--- config.mk ---
export PLATFORM = sky130hd
export DESIGN_NAME = ssc_subrange_select
export DESIGN_NICKNAME = d
export VERILOG_FILES = /design/src/ssc_pkg.sv /design/src/ssc_step_if.sv /design/src/ssc_subrange_select.sv /design/src/ssc_button_edge.sv
export SDC_FILE = /design/constraint.sdc
export NUM_CORES = 1
export LEC_CHECK = 0
export BUFFER_PORTS_ARGS = -buffer_cell sky130_fd_sc_hd__buf_2
export CELL_PAD_IN_SITES_DETAIL_PLACEMENT = 0
export CELL_PAD_IN_SITES_GLOBAL_PLACEMENT = 1
export CORE_MARGIN = 2
export CORE_UTILIZATION = 42
export CTS_BUF_LIST = sky130_fd_sc_hd__clkbuf_4 sky130_fd_sc_hd__clkbuf_8 sky130_fd_sc_hd__clkbuf_16
export CTS_CLUSTER_DIAMETER = 50
export DETAILED_ROUTE_END_ITERATION = 12
export HOLD_SLACK_MARGIN = 0.1
export PLACE_DENSITY = 0.79
export SLEW_MARGIN = 20
export SYNTH_ARGS = -nofsm -noshare
export SYNTH_HDL_FRONTEND = slang
export SYNTH_SLANG_ARGS = --single-unit
--- constraint.sdc ---
create_clock -name core_clk_i -period 2.8 [get_ports core_clk_i]
set_input_delay 0.42 -clock core_clk_i [delete_from_list [all_inputs] [get_ports core_clk_i]]
set_output_delay 0.42 -clock core_clk_i [all_outputs]
set_load 0.05 [all_outputs]
--- src/ssc_pkg.sv ---
/*
 * Constants and types for the subrange select counter.
 * Assumes one 10 MHz clock and an active-low asynchronous reset.
 */
package ssc_pkg;
	localparam int unsigned CLK_HZ         = 10_000_000;
	localparam int unsigned AFC_PULSE_NS   = 1000;
	localparam int unsigned AFC_PULSE_CYC  = (AFC_PULSE_NS * (CLK_HZ / 1_000_000) + 999) / 1000;
	localparam logic [3:0]  CNT_RESET      = 4'h0;
	localparam logic [3:0]  PLUGIN_ID      = 4'hA; // Arbitrary identification value
	localparam int unsigned CNT_W          = 4;
	localparam int unsigned BUS_W          = 9;
	localparam int unsigned NUM_CODES      = 16;
	localparam int unsigned PULSE_CNT_W    = 8;

	typedef enum logic [1:0] {
		SSC_STEP_NONE,
		SSC_STEP_UP,
		SSC_STEP_DOWN
	} ssc_step_t;
endpackage

--- src/ssc_step_if.sv ---
/*
 * Carrier between the counter and its button front end.
 * Assumes both ends share core_clk_i.
 */
`timescale 1ns/1ns
interface ssc_step_if;
	logic inc_pulse;
	logic dec_pulse;
	modport src (output inc_pulse, output dec_pulse);
	modport dst (input  inc_pulse, input  dec_pulse);
endinterface

--- src/ssc_subrange_select.sv ---
/*
 * Subrange select counter: buttons, host load, decode, AFC reset pulse, readback.
 * Assumes host strobe and data arrive asynchronously; bus pin resolved outside.
 */
`timescale 1ns/1ns
module ssc_subrange_select (
	// Clock and reset
	input  wire logic                      core_clk_i,
	input  wire logic                      nrst_i,
	// Front panel
	input  wire logic                      button_step_line_a_i,
	input  wire logic                      button_step_line_b_i,
	// Mode inputs
	input  wire logic                      remote_button_lock_i,
	input  wire logic                      autorange_indicator_blank_i,
	// Host load
	input  wire logic [3:0]                host_load_data_i,
	input  wire logic                      host_load_strobe_i,
	// Host readback
	input  wire logic                      host_read_i,
	output logic [ssc_pkg::BUS_W-1:0]      host_bus_driver_o,
	output logic                           host_bus_driver_oe_o,
	// Loop lock and measurement
	input  wire logic                      loop_locked_i,
	input  wire logic                      measure_start_i,
	output logic                           frequency_control_loop_reset_o,
	output logic                           unlocked_lamp_o,
	// Indicators and range switching
	output logic [ssc_pkg::NUM_CODES-1:0]  indicator_led_board_o,
	output logic                           manual_ranging_led_o,
	output logic [ssc_pkg::NUM_CODES-1:0]  range_control_board_o,
	output logic [3:0]                     subrange_counter_o
);
	ssc_step_if step_bus ();

	logic [3:0] subrange_counter_q;
	logic [3:0] subrange_counter_d;
	logic [4:0] ld_meta_q;
	logic [4:0] ld_sync_q;
	logic       ld_prev_q;
	logic [2:0] ctl_meta_q;
	logic [2:0] ctl_sync_q;
	logic       meas_prev_q;
	logic [ssc_pkg::PULSE_CNT_W-1:0] pulse_cnt_q;
	logic [ssc_pkg::NUM_CODES-1:0]   onehot;
	logic       host_load;
	logic [1:0] rd_meta_q;
	ssc_pkg::ssc_step_t step;

	function automatic logic [ssc_pkg::NUM_CODES-1:0] decode(input logic [3:0] v);
		decode = '0;
		decode[v] = 1'b1;
	endfunction

	ssc_button_edge u_button_edge (
		.core_clk_i           (core_clk_i),
		.nrst_i               (nrst_i),
		.button_step_line_a_i (button_step_line_a_i),
		.button_step_line_b_i (button_step_line_b_i),
		.step                 (step_bus.src)
	);

	// Host strobe and data synchroniser
	always_ff @(posedge core_clk_i or negedge nrst_i) begin
		if (!nrst_i) begin
			ld_meta_q <= 5'h00;
			ld_sync_q <= 5'h00;
			ld_prev_q <= 1'b0;
		end else begin
			ld_meta_q <= {host_load_strobe_i, host_load_data_i};
			ld_sync_q <= ld_meta_q;
			ld_prev_q <= ld_sync_q[4];
		end
	end

	// Remote lock, loop lock, measurement and read synchronisers
	always_ff @(posedge core_clk_i or negedge nrst_i) begin
		if (!nrst_i) begin
			ctl_meta_q  <= 3'h0;
			ctl_sync_q  <= 3'h0;
			meas_prev_q <= 1'b0;
			rd_meta_q   <= 2'h0;
		end else begin
			ctl_meta_q  <= {measure_start_i, loop_locked_i, remote_button_lock_i};
			ctl_sync_q  <= ctl_meta_q;
			meas_prev_q <= ctl_sync_q[2];
			rd_meta_q   <= {rd_meta_q[0], host_read_i};
		end
	end

	assign host_load = ld_sync_q[4] & ~ld_prev_q;

	// Step selection, buttons locked under remote control
	always_comb begin
		step = ssc_pkg::SSC_STEP_NONE;
		if (!ctl_sync_q[0]) begin
			if (step_bus.inc_pulse && !step_bus.dec_pulse)
				step = ssc_pkg::SSC_STEP_UP;
			else if (step_bus.dec_pulse && !step_bus.inc_pulse)
				step = ssc_pkg::SSC_STEP_DOWN;
		end
	end

	always_comb begin
		subrange_counter_d = subrange_counter_q;
		if (host_load)
			subrange_counter_d = ld_sync_q[3:0];
		else begin
			case (step)
				ssc_pkg::SSC_STEP_UP:   subrange_counter_d = subrange_counter_q + 4'h1;
				ssc_pkg::SSC_STEP_DOWN: subrange_counter_d = subrange_counter_q - 4'h1;
				default:                subrange_counter_d = subrange_counter_q;
			endcase
		end
	end

	always_ff @(posedge core_clk_i or negedge nrst_i) begin
		if (!nrst_i)
			subrange_counter_q <= ssc_pkg::CNT_RESET;
		else
			subrange_counter_q <= subrange_counter_d;
	end

	// Loop reset pulse on each measurement start
	always_ff @(posedge core_clk_i or negedge nrst_i) begin
		if (!nrst_i)
			pulse_cnt_q <= '0;
		else if (ctl_sync_q[2] && !meas_prev_q)
			pulse_cnt_q <= ssc_pkg::AFC_PULSE_CYC[ssc_pkg::PULSE_CNT_W-1:0];
		else if (pulse_cnt_q != '0)
			pulse_cnt_q <= pulse_cnt_q - 1'b1;
	end

	// Outputs
	always_ff @(posedge core_clk_i or negedge nrst_i) begin
		if (!nrst_i) begin
			frequency_control_loop_reset_o <= 1'b0;
			unlocked_lamp_o                <= 1'b0;
			indicator_led_board_o          <= '0;
			manual_ranging_led_o           <= 1'b0;
			range_control_board_o          <= '0;
			subrange_counter_o             <= ssc_pkg::CNT_RESET;
			host_bus_driver_o              <= '0;
			host_bus_driver_oe_o           <= 1'b0;
		end else begin
			frequency_control_loop_reset_o <= (pulse_cnt_q != '0);
			unlocked_lamp_o                <= ~ctl_sync_q[1];
			indicator_led_board_o          <= autorange_indicator_blank_i ? '0 : onehot;
			manual_ranging_led_o           <= ~autorange_indicator_blank_i;
			range_control_board_o          <= onehot;
			subrange_counter_o             <= subrange_counter_q;
			host_bus_driver_o              <= {ctl_sync_q[1], ssc_pkg::PLUGIN_ID, subrange_counter_q};
			host_bus_driver_oe_o           <= rd_meta_q[1];
		end
	end

	assign onehot = decode(subrange_counter_q);

	property p_load_wins;
		@(posedge core_clk_i) disable iff (!nrst_i)
		host_load |=> subrange_counter_q == $past(ld_sync_q[3:0]);
	endproperty
	a_load_wins: assert property (p_load_wins) else $error("host load lost");
	property p_remote_lock;
		@(posedge core_clk_i) disable iff (!nrst_i)
		(ctl_sync_q[0] && !host_load) |=> $stable(subrange_counter_q);
	endproperty
	a_remote_lock: assert property (p_remote_lock) else $error("button acted in remote");
	property p_step_up;
		@(posedge core_clk_i) disable iff (!nrst_i)
		(step == ssc_pkg::SSC_STEP_UP && !host_load) |=> subrange_counter_q == $past(subrange_counter_q) + 4'h1;
	endproperty
	a_step_up: assert property (p_step_up) else $error("up step wrong");
	property p_step_dn;
		@(posedge core_clk_i) disable iff (!nrst_i)
		(step == ssc_pkg::SSC_STEP_DOWN && !host_load) |=> subrange_counter_q == $past(subrange_counter_q) - 4'h1;
	endproperty
	a_step_dn: assert property (p_step_dn) else $error("down step wrong");
	property p_hold;
		@(posedge core_clk_i) disable iff (!nrst_i)
		(!host_load && step == ssc_pkg::SSC_STEP_NONE) |=> $stable(subrange_counter_q);
	endproperty
	a_hold: assert property (p_hold) else $error("count moved without cause");
	property p_blank;
		@(posedge core_clk_i) disable iff (!nrst_i)
		autorange_indicator_blank_i |=> indicator_led_board_o == '0;
	endproperty
	a_blank: assert property (p_blank) else $error("leds lit in autorange");
	property p_manual_one;
		@(posedge core_clk_i) disable iff (!nrst_i)
		!autorange_indicator_blank_i |=> $onehot(indicator_led_board_o) && manual_ranging_led_o;
	endproperty
	a_manual_one: assert property (p_manual_one) else $error("manual leds wrong");
	property p_decode;
		@(posedge core_clk_i) disable iff (!nrst_i)
		1'b1 |=> range_control_board_o == (16'h0001 << $past(subrange_counter_q));
	endproperty
	a_decode: assert property (p_decode) else $error("decode wrong");
	property p_afc_pulse;
		@(posedge core_clk_i) disable iff (!nrst_i)
		(ctl_sync_q[2] && !meas_prev_q) |=> ##1 frequency_control_loop_reset_o;
	endproperty
	a_afc_pulse: assert property (p_afc_pulse) else $error("no loop reset");
	property p_afc_len;
		@(posedge core_clk_i) disable iff (!nrst_i)
		$rose(frequency_control_loop_reset_o) |-> pulse_cnt_q == ssc_pkg::AFC_PULSE_CYC - 1;
	endproperty
	a_afc_len: assert property (p_afc_len) else $error("loop reset length wrong");
	property p_readback;
		@(posedge core_clk_i) disable iff (!nrst_i)
		host_bus_driver_oe_o |-> host_bus_driver_o[3:0] == $past(subrange_counter_q);
	endproperty
	a_readback: assert property (p_readback) else $error("readback wrong");
	property p_lock;
		@(posedge core_clk_i) disable iff (!nrst_i)
		$past(ctl_sync_q[1]) |-> !unlocked_lamp_o;
	endproperty
	a_lock: assert property (p_lock) else $error("lamp on while locked");
	property p_unlock;
		@(posedge core_clk_i) disable iff (!nrst_i)
		!ctl_sync_q[1] |=> unlocked_lamp_o;
	endproperty
	a_unlock: assert property (p_unlock) else $error("lamp off while unlocked");
endmodule

--- src/ssc_button_edge.sv ---
/*
 * Button synchroniser and press detector.
 * Assumes raw button lines asynchronous to core_clk_i, active high when pressed.
 */
`timescale 1ns/1ns
module ssc_button_edge (
	// Clock and reset
	input  wire logic core_clk_i,
	input  wire logic nrst_i,
	// Raw buttons
	input  wire logic button_step_line_a_i,
	input  wire logic button_step_line_b_i,
	// Step pulses out
	ssc_step_if.src   step
);
	logic [1:0] meta_q;
	logic [1:0] sync_q;
	logic [1:0] prev_q;

	// Two-stage synchroniser then previous-value register
	always_ff @(posedge core_clk_i or negedge nrst_i) begin
		if (!nrst_i) begin
			meta_q <= 2'h0;
			sync_q <= 2'h0;
			prev_q <= 2'h0;
		end else begin
			meta_q <= {button_step_line_b_i, button_step_line_a_i};
			sync_q <= meta_q;
			prev_q <= sync_q;
		end
	end

	assign step.inc_pulse = sync_q[0] & ~prev_q[0];
	assign step.dec_pulse = sync_q[1] & ~prev_q[1];

	property p_one_pulse;
		@(posedge core_clk_i) disable iff (!nrst_i)
		step.inc_pulse |=> !step.inc_pulse;
	endproperty
	a_one_pulse: assert property (p_one_pulse) else $error("press gave more than one step");
endmodule

After elaboration in Yosys (flattened, before gate mapping)
Index checks and enable logic that the tools add are counted.
{"block": "op_classes", "bitwise": 8, "mux": 10, "order_cmp": 2, "n_addsub": 3, "eq_ne": 2, "reduce_logical": 10}
{"operator": "$mux 16", "n": 1}
{"operator": "$mux 8", "n": 2}
{"operator": "$pmux 4 s2", "n": 1}
{"operator": "$reduce_bool 8->1", "n": 1}
{"operator": "$sub 8x1->8 const B", "n": 1}
{"operator": "$mux 2", "n": 3}
{"operator": "$lt 4x5->1 const B", "n": 1}
{"operator": "$not 1->1", "n": 5}
{"operator": "$add 4x1->4 const B", "n": 1}
{"operator": "$demux 1 s4", "n": 1}
{"operator": "$ge 4x1->1 const B", "n": 1}
{"operator": "$logic_and 1x1->1", "n": 4}
{"operator": "$mux 4", "n": 1}
{"operator": "$sub 4x1->4 const B", "n": 1}
{"operator": "$and 1x1->1", "n": 3}
{"operator": "$logic_not 1->1", "n": 3}
{"operator": "$reduce_bool 3->1", "n": 1}
{"operator": "$eq 2x1->1 const B", "n": 1}
{"operator": "$eq 2x2->1 const B", "n": 1}
{"operator": "$reduce_bool 2->1", "n": 1}
{"operator": "$mux 1", "n": 1}
{"block": "totals", "in_bits": 14, "ff_bits": 85, "output_inout_bits": 49}

Longest topological paths before layout
{"block": "depth", "ltp_word": 10, "ltp_mapped": 7, "depth_no_buf": 7}

Cells and area by module
From an unflattened synthesis, not the netlist that was laid out.
{"block": "hier_totals", "hier_cells": 201, "area_unflattened_um2": 2772.7}
{"module": "ssc_subrange_select", "area_each_um2": 2595.0, "instances": 1, "cells_per_inst": 193}
{"module": "ssc_button_edge", "area_each_um2": 177.7, "instances": 1, "cells_per_inst": 8}

Worst setup path before layout
No wires, ideal clock.
{"block": "synth_timing", "kind": "reg-to-reg", "from": "register u_button_edge.sync_q[0]", "to": "register subrange_counter_q[2]", "n_path_buf": 0, "synth_period_minus_slack_ns": 2.048, "required_ns": 2.713, "setup_ns": 0.087, "setup_slack_ns": 0.752, "path_stages_with_launch": 8, "t_arrival_ns": 1.962, "cell_sequence": "dfrtp_1 -> nor2b_1 -> nor3_1 -> xor2_1 -> ha_1 -> or4_1 -> a2111o_1 -> o211ai_1"}
{"block": "synth_via", "elab_chain_len": 9, "elab_cells_between_ends": 12, "classes_between": "2 x eq/ne; 5 x mux; 1 x bitwise; 4 x reduce/logical"}
{"item": "start: declaration", "line": "ssc_button_edge.sv:17", "source": "logic [1:0] sync_q;"}
{"item": "start signal: assignment", "line": "ssc_button_edge.sv:28", "source": "sync_q <= meta_q;"}
{"item": "$and 1x1->1 *", "line": "ssc_button_edge.sv:33", "source": "assign step.inc_pulse = sync_q[0] & ~prev_q[0];"}
{"item": "$logic_not 1->1", "line": "ssc_subrange_select.sv:99", "source": "else if (step_bus.dec_pulse && !step_bus.inc_pulse)"}
{"item": "$logic_and 1x1->1", "line": "ssc_subrange_select.sv:99"}
{"item": "$mux 2", "line": "ssc_subrange_select.sv:99"}
{"item": "$mux 2 *", "line": "ssc_subrange_select.sv:97", "source": "if (step_bus.inc_pulse && !step_bus.dec_pulse)"}
{"item": "$mux 2 *", "line": "ssc_subrange_select.sv:96", "source": "if (!ctl_sync_q[0]) begin"}
{"item": "$eq 2x2->1 or $eq 2x1->1 (tied branches)", "line": "ssc_subrange_select.sv:109", "source": "case (step)"}
{"item": "$pmux 4 s2", "line": "ssc_subrange_select.sv:109"}
{"item": "$mux 4", "line": "ssc_subrange_select.sv:106", "source": "if (host_load)"}
{"item": "end signal: assignment", "line": "ssc_subrange_select.sv:119", "source": "subrange_counter_q <= ssc_pkg::CNT_RESET;"}
{"item": "end signal: assignment", "line": "ssc_subrange_select.sv:121", "source": "subrange_counter_q <= subrange_counter_d;"}
{"item": "end: declaration", "line": "ssc_subrange_select.sv:36", "source": "logic [3:0] subrange_counter_q;"}
Every way passes the cells marked *; elsewhere a longest branch is shown, timed or not.
A chain may end at the register's enable or synchronous reset.

Worst setup path in the final report
Same ends and word-level chain as after synthesis.

==> Implementation_results.wiki <==
{| class="wikitable"
! Metric !! Value
|-
| Endpoint of the lowest-slack register-to-register path || subrange_counter_q[2]
|-
| Filler cell count in the final layout || 549
|-
| Detailed-route wire length per cell || 12.9 µm
|-
| Sequential-to-total area share from yosys stat || 73.0%
|-
| Adder-cell share of the synthesized area || 1.37%
|-
| Leading post-synthesis cells by cell area || dfrtp_1 73%, nor2_1 4.9%, nand2b_1 3.0%
|-
| Pin count of the biggest net entering global routing || 81
|-
| Sequential Power Share || 46.9%
|-
| Effective utilization at floorplan || 43.2%
|-
| Cell area power density || 909 nW/µm²
|-
| Share of the core filled with cells in the final layout || 51.6%
|-
| Width of the chip || 84.8 µm
|-
| Crit path time final || 2.22 ns
|-
| # placed instances || 336
|-
| Cell Count, Final, Fillers Out || 352
|-
| Synthesis-stage register bit count || 80
|-
| Final-report setup violation count || 0
|-
| Cells on worst reg2reg path || 7
|-
| Number of primary I/O pins || 63
|-
| Number of buffers inserted during clock tree synthesis || 9
|-
| Cell taking the most area after synthesis || dfrtp_1
|-
| Total global routing overflow || 0
|-
| Die Y || 84.8 µm
|-
| Worst vdd rail ir drop || 0.434 mV
|-
| Site row count || 29
|-
| Deepest clock path buffer count || 2
|-
| Via density per instance || 4.63
|-
| Setup Total Neg Slack || 0 ns
|-
| Launch point of the worst reg-to-reg path || u_button_edge.sync_q[0]
|-
| Final setup slack of the worst path || 0.576 ns
|-
| Multi-input logic area || 634 µm²
|-
| PnR Total Power || 2.98 mW
|-
| Total global-route track usage || 13.7%
|-
| Post-route DRC violation count || 0
|-
| CTS Hold Bufs || 0
|-
| Critical-path top delay cell || or4_1
|-
| Count of maximum capacitance violations || 0
|-
| Simple logic cell fraction of the synthesized area || 15.0%
|-
| Met3 Routed Length || 225 µm
|-
| Cell area after technology mapping || 2740 µm²
|-
| Core area || 6350 µm²
|-
| Clock tree from TritonCTS || built
|-
| Die footprint || 7200 µm²
|-
| CTS Root Buffer Type || clkbuf_8
|-
| Unique cell type count in the Yosys netlist || 31
|-
| FF+latch area || 2000 µm²
|-
| Worst min-delay path category || primary input to register
|-
| Wire length of the first global-routing pass || 7.29 mm
|-
| Post-Place Setup Slack || 0.623 ns
|-
| Antenna violation net count after detailed routing || 0
|-
| Share of power burned in combinational logic || 22.3%
|-
| Length of routed wiring on met1 || 1.94 mm
|-
| Ordered cell list for the critical path || nor2b_1, nor3_1, xor2_1, ha_1, or4_1, a2111o_1, o211ai_1
|-
| Number of clock sinks seen by CTS || 80
|-
| Area overhead of the layout relative to synthesis || 19.4%
|-
| Routed WL || 4.53 mm
|-
| Gate count after technology mapping || 214
|-
| Critical path class || register to register
|-
| Average cell area after synthesis || 12.8 µm²
|-
| Sw Ratio || 33.7%
|-
| Synth warn || 0
|-
| Critical Path End Type || register
|-
| Kind of start point of the critical path || register
|-
| PortBufs || 60
|-
| Stage delay of the slowest cell on the critical path || 0.53 ns
|-
| Internal reg-to-reg setup slack || 0.58 ns
|-
| Vias in the first global route || 1552
|-
| Max Freq || 450 MHz
|-
| Highest net fanout along the worst path || 4
|-
| Clock transition at path regs || 0.08 ns
|-
| Critical path's top delay family || simple AND/OR/NAND/NOR gates
|-
| Clock Skew || 0.0100 ns
|-
| Rel. slew slack || 36.6%
|-
| DR vias || 1629
|-
| Combinational family with the most area after synthesis || simple AND/OR/NAND/NOR gates
|-
| Count of nets after finishing || 287
|-
| Period utilisation layout || 79.4%
|-
| RSZ-0062 raised after global routing || false
|-
| Total buffers and inverters traversed by the critical path || 0
|-
| Highest routing layer actually used || met4
|-
| CP arrival || 2.49 ns
|-
| Later-pin clock latency in the skew report || 0.35 ns
|-
| Fraction of layout cells with a size suffix above 1 || 28.4%
|-
| Antenna diodes || 0
|-
| Router iterations before antenna repair || 4
|-
| Run status || finished, final reports clean
|-
| Post-CTS Resized || 0
|-
| Post-detailed-placement half-perimeter wirelength || 2.87 mm
|-
| Startpoint of the most critical hold path || host_load_data_i[2]
|-
| Compound-Gate Fraction of Synth Area || 4.10%
|-
| Initial antenna violation count || 0
|-
| Setup Fix Bufs, Post-CTS || 0
|-
| Total met2 wirelength after detailed routing || 2.25 mm
|-
| Count of endpoints failing hold in the final timing report || 0
|-
| Starting DRC count in detailed routing || 65
|-
| Clock network power share || 30.9%
|-
| NetSw || 1.00 mW
|-
| Cells on Worst Hold Path || 1
|-
| Measured slew at the worst slew-check pin || 0.951 ns
|-
| RePlAce Congestion || 0.713
|-
| Share of the synthesized area in the top cell type || 73.0%
|-
| Total number of H-tree levels || 3
|-
| Cell-internal power || 1.97 mW
|-
| Worst hold endpoint || ld_meta_q[2]
|-
| Leak Pwr || 1.64 nW
|-
| Xor-xnor portion of the synthesized cell area || 2.23%
|-
| Post-synthesis mux area share || 0%
|-
| Data required time at the worst endpoint || 3.07 ns
|-
| Slew Viols, Final || 0
|}
[cell families after synthesis]
kind of cell | Yosys count
XOR/XNOR | 7
AND/OR/NAND/NOR | 83
buffers and inverters | 22
adder cells (fa/ha/maj) | 3
flip-flops | 80
AO/OA/AOI/OAI | 17
other | 2
[per-stage QoR]
stage	hold WS [ns]	instance area, µm²
2_1_floorplan	0.124	2750
3_3_place_gp	0.333	3060
3_5_place_dp	0.335	3060
4_1_cts	0.158	3280
5_1_grt	0.153	3280
6_report	0.174	3280
[synth_stat cells]
library cell / count
a2111o_1: 1
a21o_1: 1
a21oi_1: 4
a31oi_1: 2
buf_1: 1
buf_2: 2
buf_4: 7
clkbuf_1: 6
conb_1: 2
dfrtp_1: 80
ha_1: 3
inv_1: 6
nand2_1: 6
nand2b_1: 13
nand3_1: 5
nor2_1: 36
nor2b_1: 5
nor3_1: 7
nor3_2: 1
nor3b_1: 1
nor4_1: 1
o211ai_1: 5
o21ai_0: 2
o21ai_1: 1
o41ai_1: 1
or2_2: 1
or3_1: 3
or4_1: 3
or4b_1: 1
xnor2_1: 3
xor2_1: 4
[worst max-delay path by stage]
stage / start / end / slack [ns] / cells after the start
3_5_place_dp: u_button_edge.sync_q[0] / subrange_counter_q[2] / 0.62 / 7
6_report: u_button_edge.sync_q[0] / subrange_counter_q[2] / 0.58 / 7
2_1_floorplan: u_button_edge.sync_q[0] / subrange_counter_q[2] / 0.75 / 7
3_3_place_gp: u_button_edge.sync_q[0] / subrange_counter_q[2] / 0.69 / 7
4_1_cts: u_button_edge.sync_q[0] / subrange_counter_q[2] / 0.60 / 7
5_1_grt: u_button_edge.sync_q[0] / subrange_counter_q[2] / 0.52 / 7
[routing by layer]
metal / global-route usage [%] / vias up
li1: - / 799
met1: 17.1 / 773
met2: 21.1 / 46
met3: 3.70 / 11
met4: 9.09 / 0
met5: 0 / -
[layout by cell type, fill, tap and decap left out, types with 2 or more instances in the layout]
| cell | Yosys | final |
|---|---|---|
| a21oi_1 | 4 | 4 |
| a31oi_1 | 2 | 2 |
| buf_2 | 2 | 59 |
| bufinv_16 | 0 | 2 |
| clkbuf_8 | 0 | 9 |
| clkinv_2 | 0 | 2 |
| clkinvlp_4 | 0 | 2 |
| conb_1 | 2 | 3 |
| dfrtp_1 | 80 | 80 |
| ha_1 | 3 | 3 |
| inv_1 | 6 | 6 |
| nand2_1 | 6 | 6 |
| nand2b_1 | 13 | 13 |
| nand3_1 | 5 | 5 |
| nor2_1 | 36 | 36 |
| nor2b_1 | 5 | 5 |
| nor3_1 | 7 | 7 |
| o211ai_1 | 5 | 5 |
| o21ai_0 | 2 | 2 |
| or3_1 | 3 | 3 |
| or4_1 | 3 | 3 |
| xnor2_1 | 3 | 3 |
| xor2_1 | 4 | 4 |
[flip-flops by register name, summed over array words and instances, names as in the netlist, 2 cells and up]
| signal | flops |
|---|---|
| ctl_meta_q | 3 |
| ctl_sync_q | 3 |
| host_bus_driver_o | 3 |
| indicator_led_board_o | 16 |
| ld_meta_q | 5 |
| ld_sync_q | 5 |
| pulse_cnt_q | 8 |
| range_control_board_o | 16 |
| rd_meta_q | 2 |
| subrange_counter_o | 3 |
| subrange_counter_q | 4 |
| u_button_edge.meta_q | 2 |
| u_button_edge.prev_q | 2 |
| u_button_edge.sync_q | 2 |
[area by class of cell]
cell class | count | area share (%)
tap | 77 | 2.94
timing repair buffer | 60 | 9.24
clock buffer | 9 | 3.78
sequential | 80 | 61.1
inverter | 6 | 0.688
multi-input combinational | 113 | 19.4
clock inverter | 7 | 2.86
[power by group through the flow]
stage	clock (mW)	sequential (mW)	combinational, mW
6_report	0.918	1.39	0.663
5_1_grt	1.00	1.42	0.722
4_1_cts	0.947	1.40	0.669
3_5_place_dp	0	1.42	0.667
3_3_place_gp	0	1.41	0.661
2_1_floorplan	0	1.57	0.371
Power figures use the tool's default switching activity.
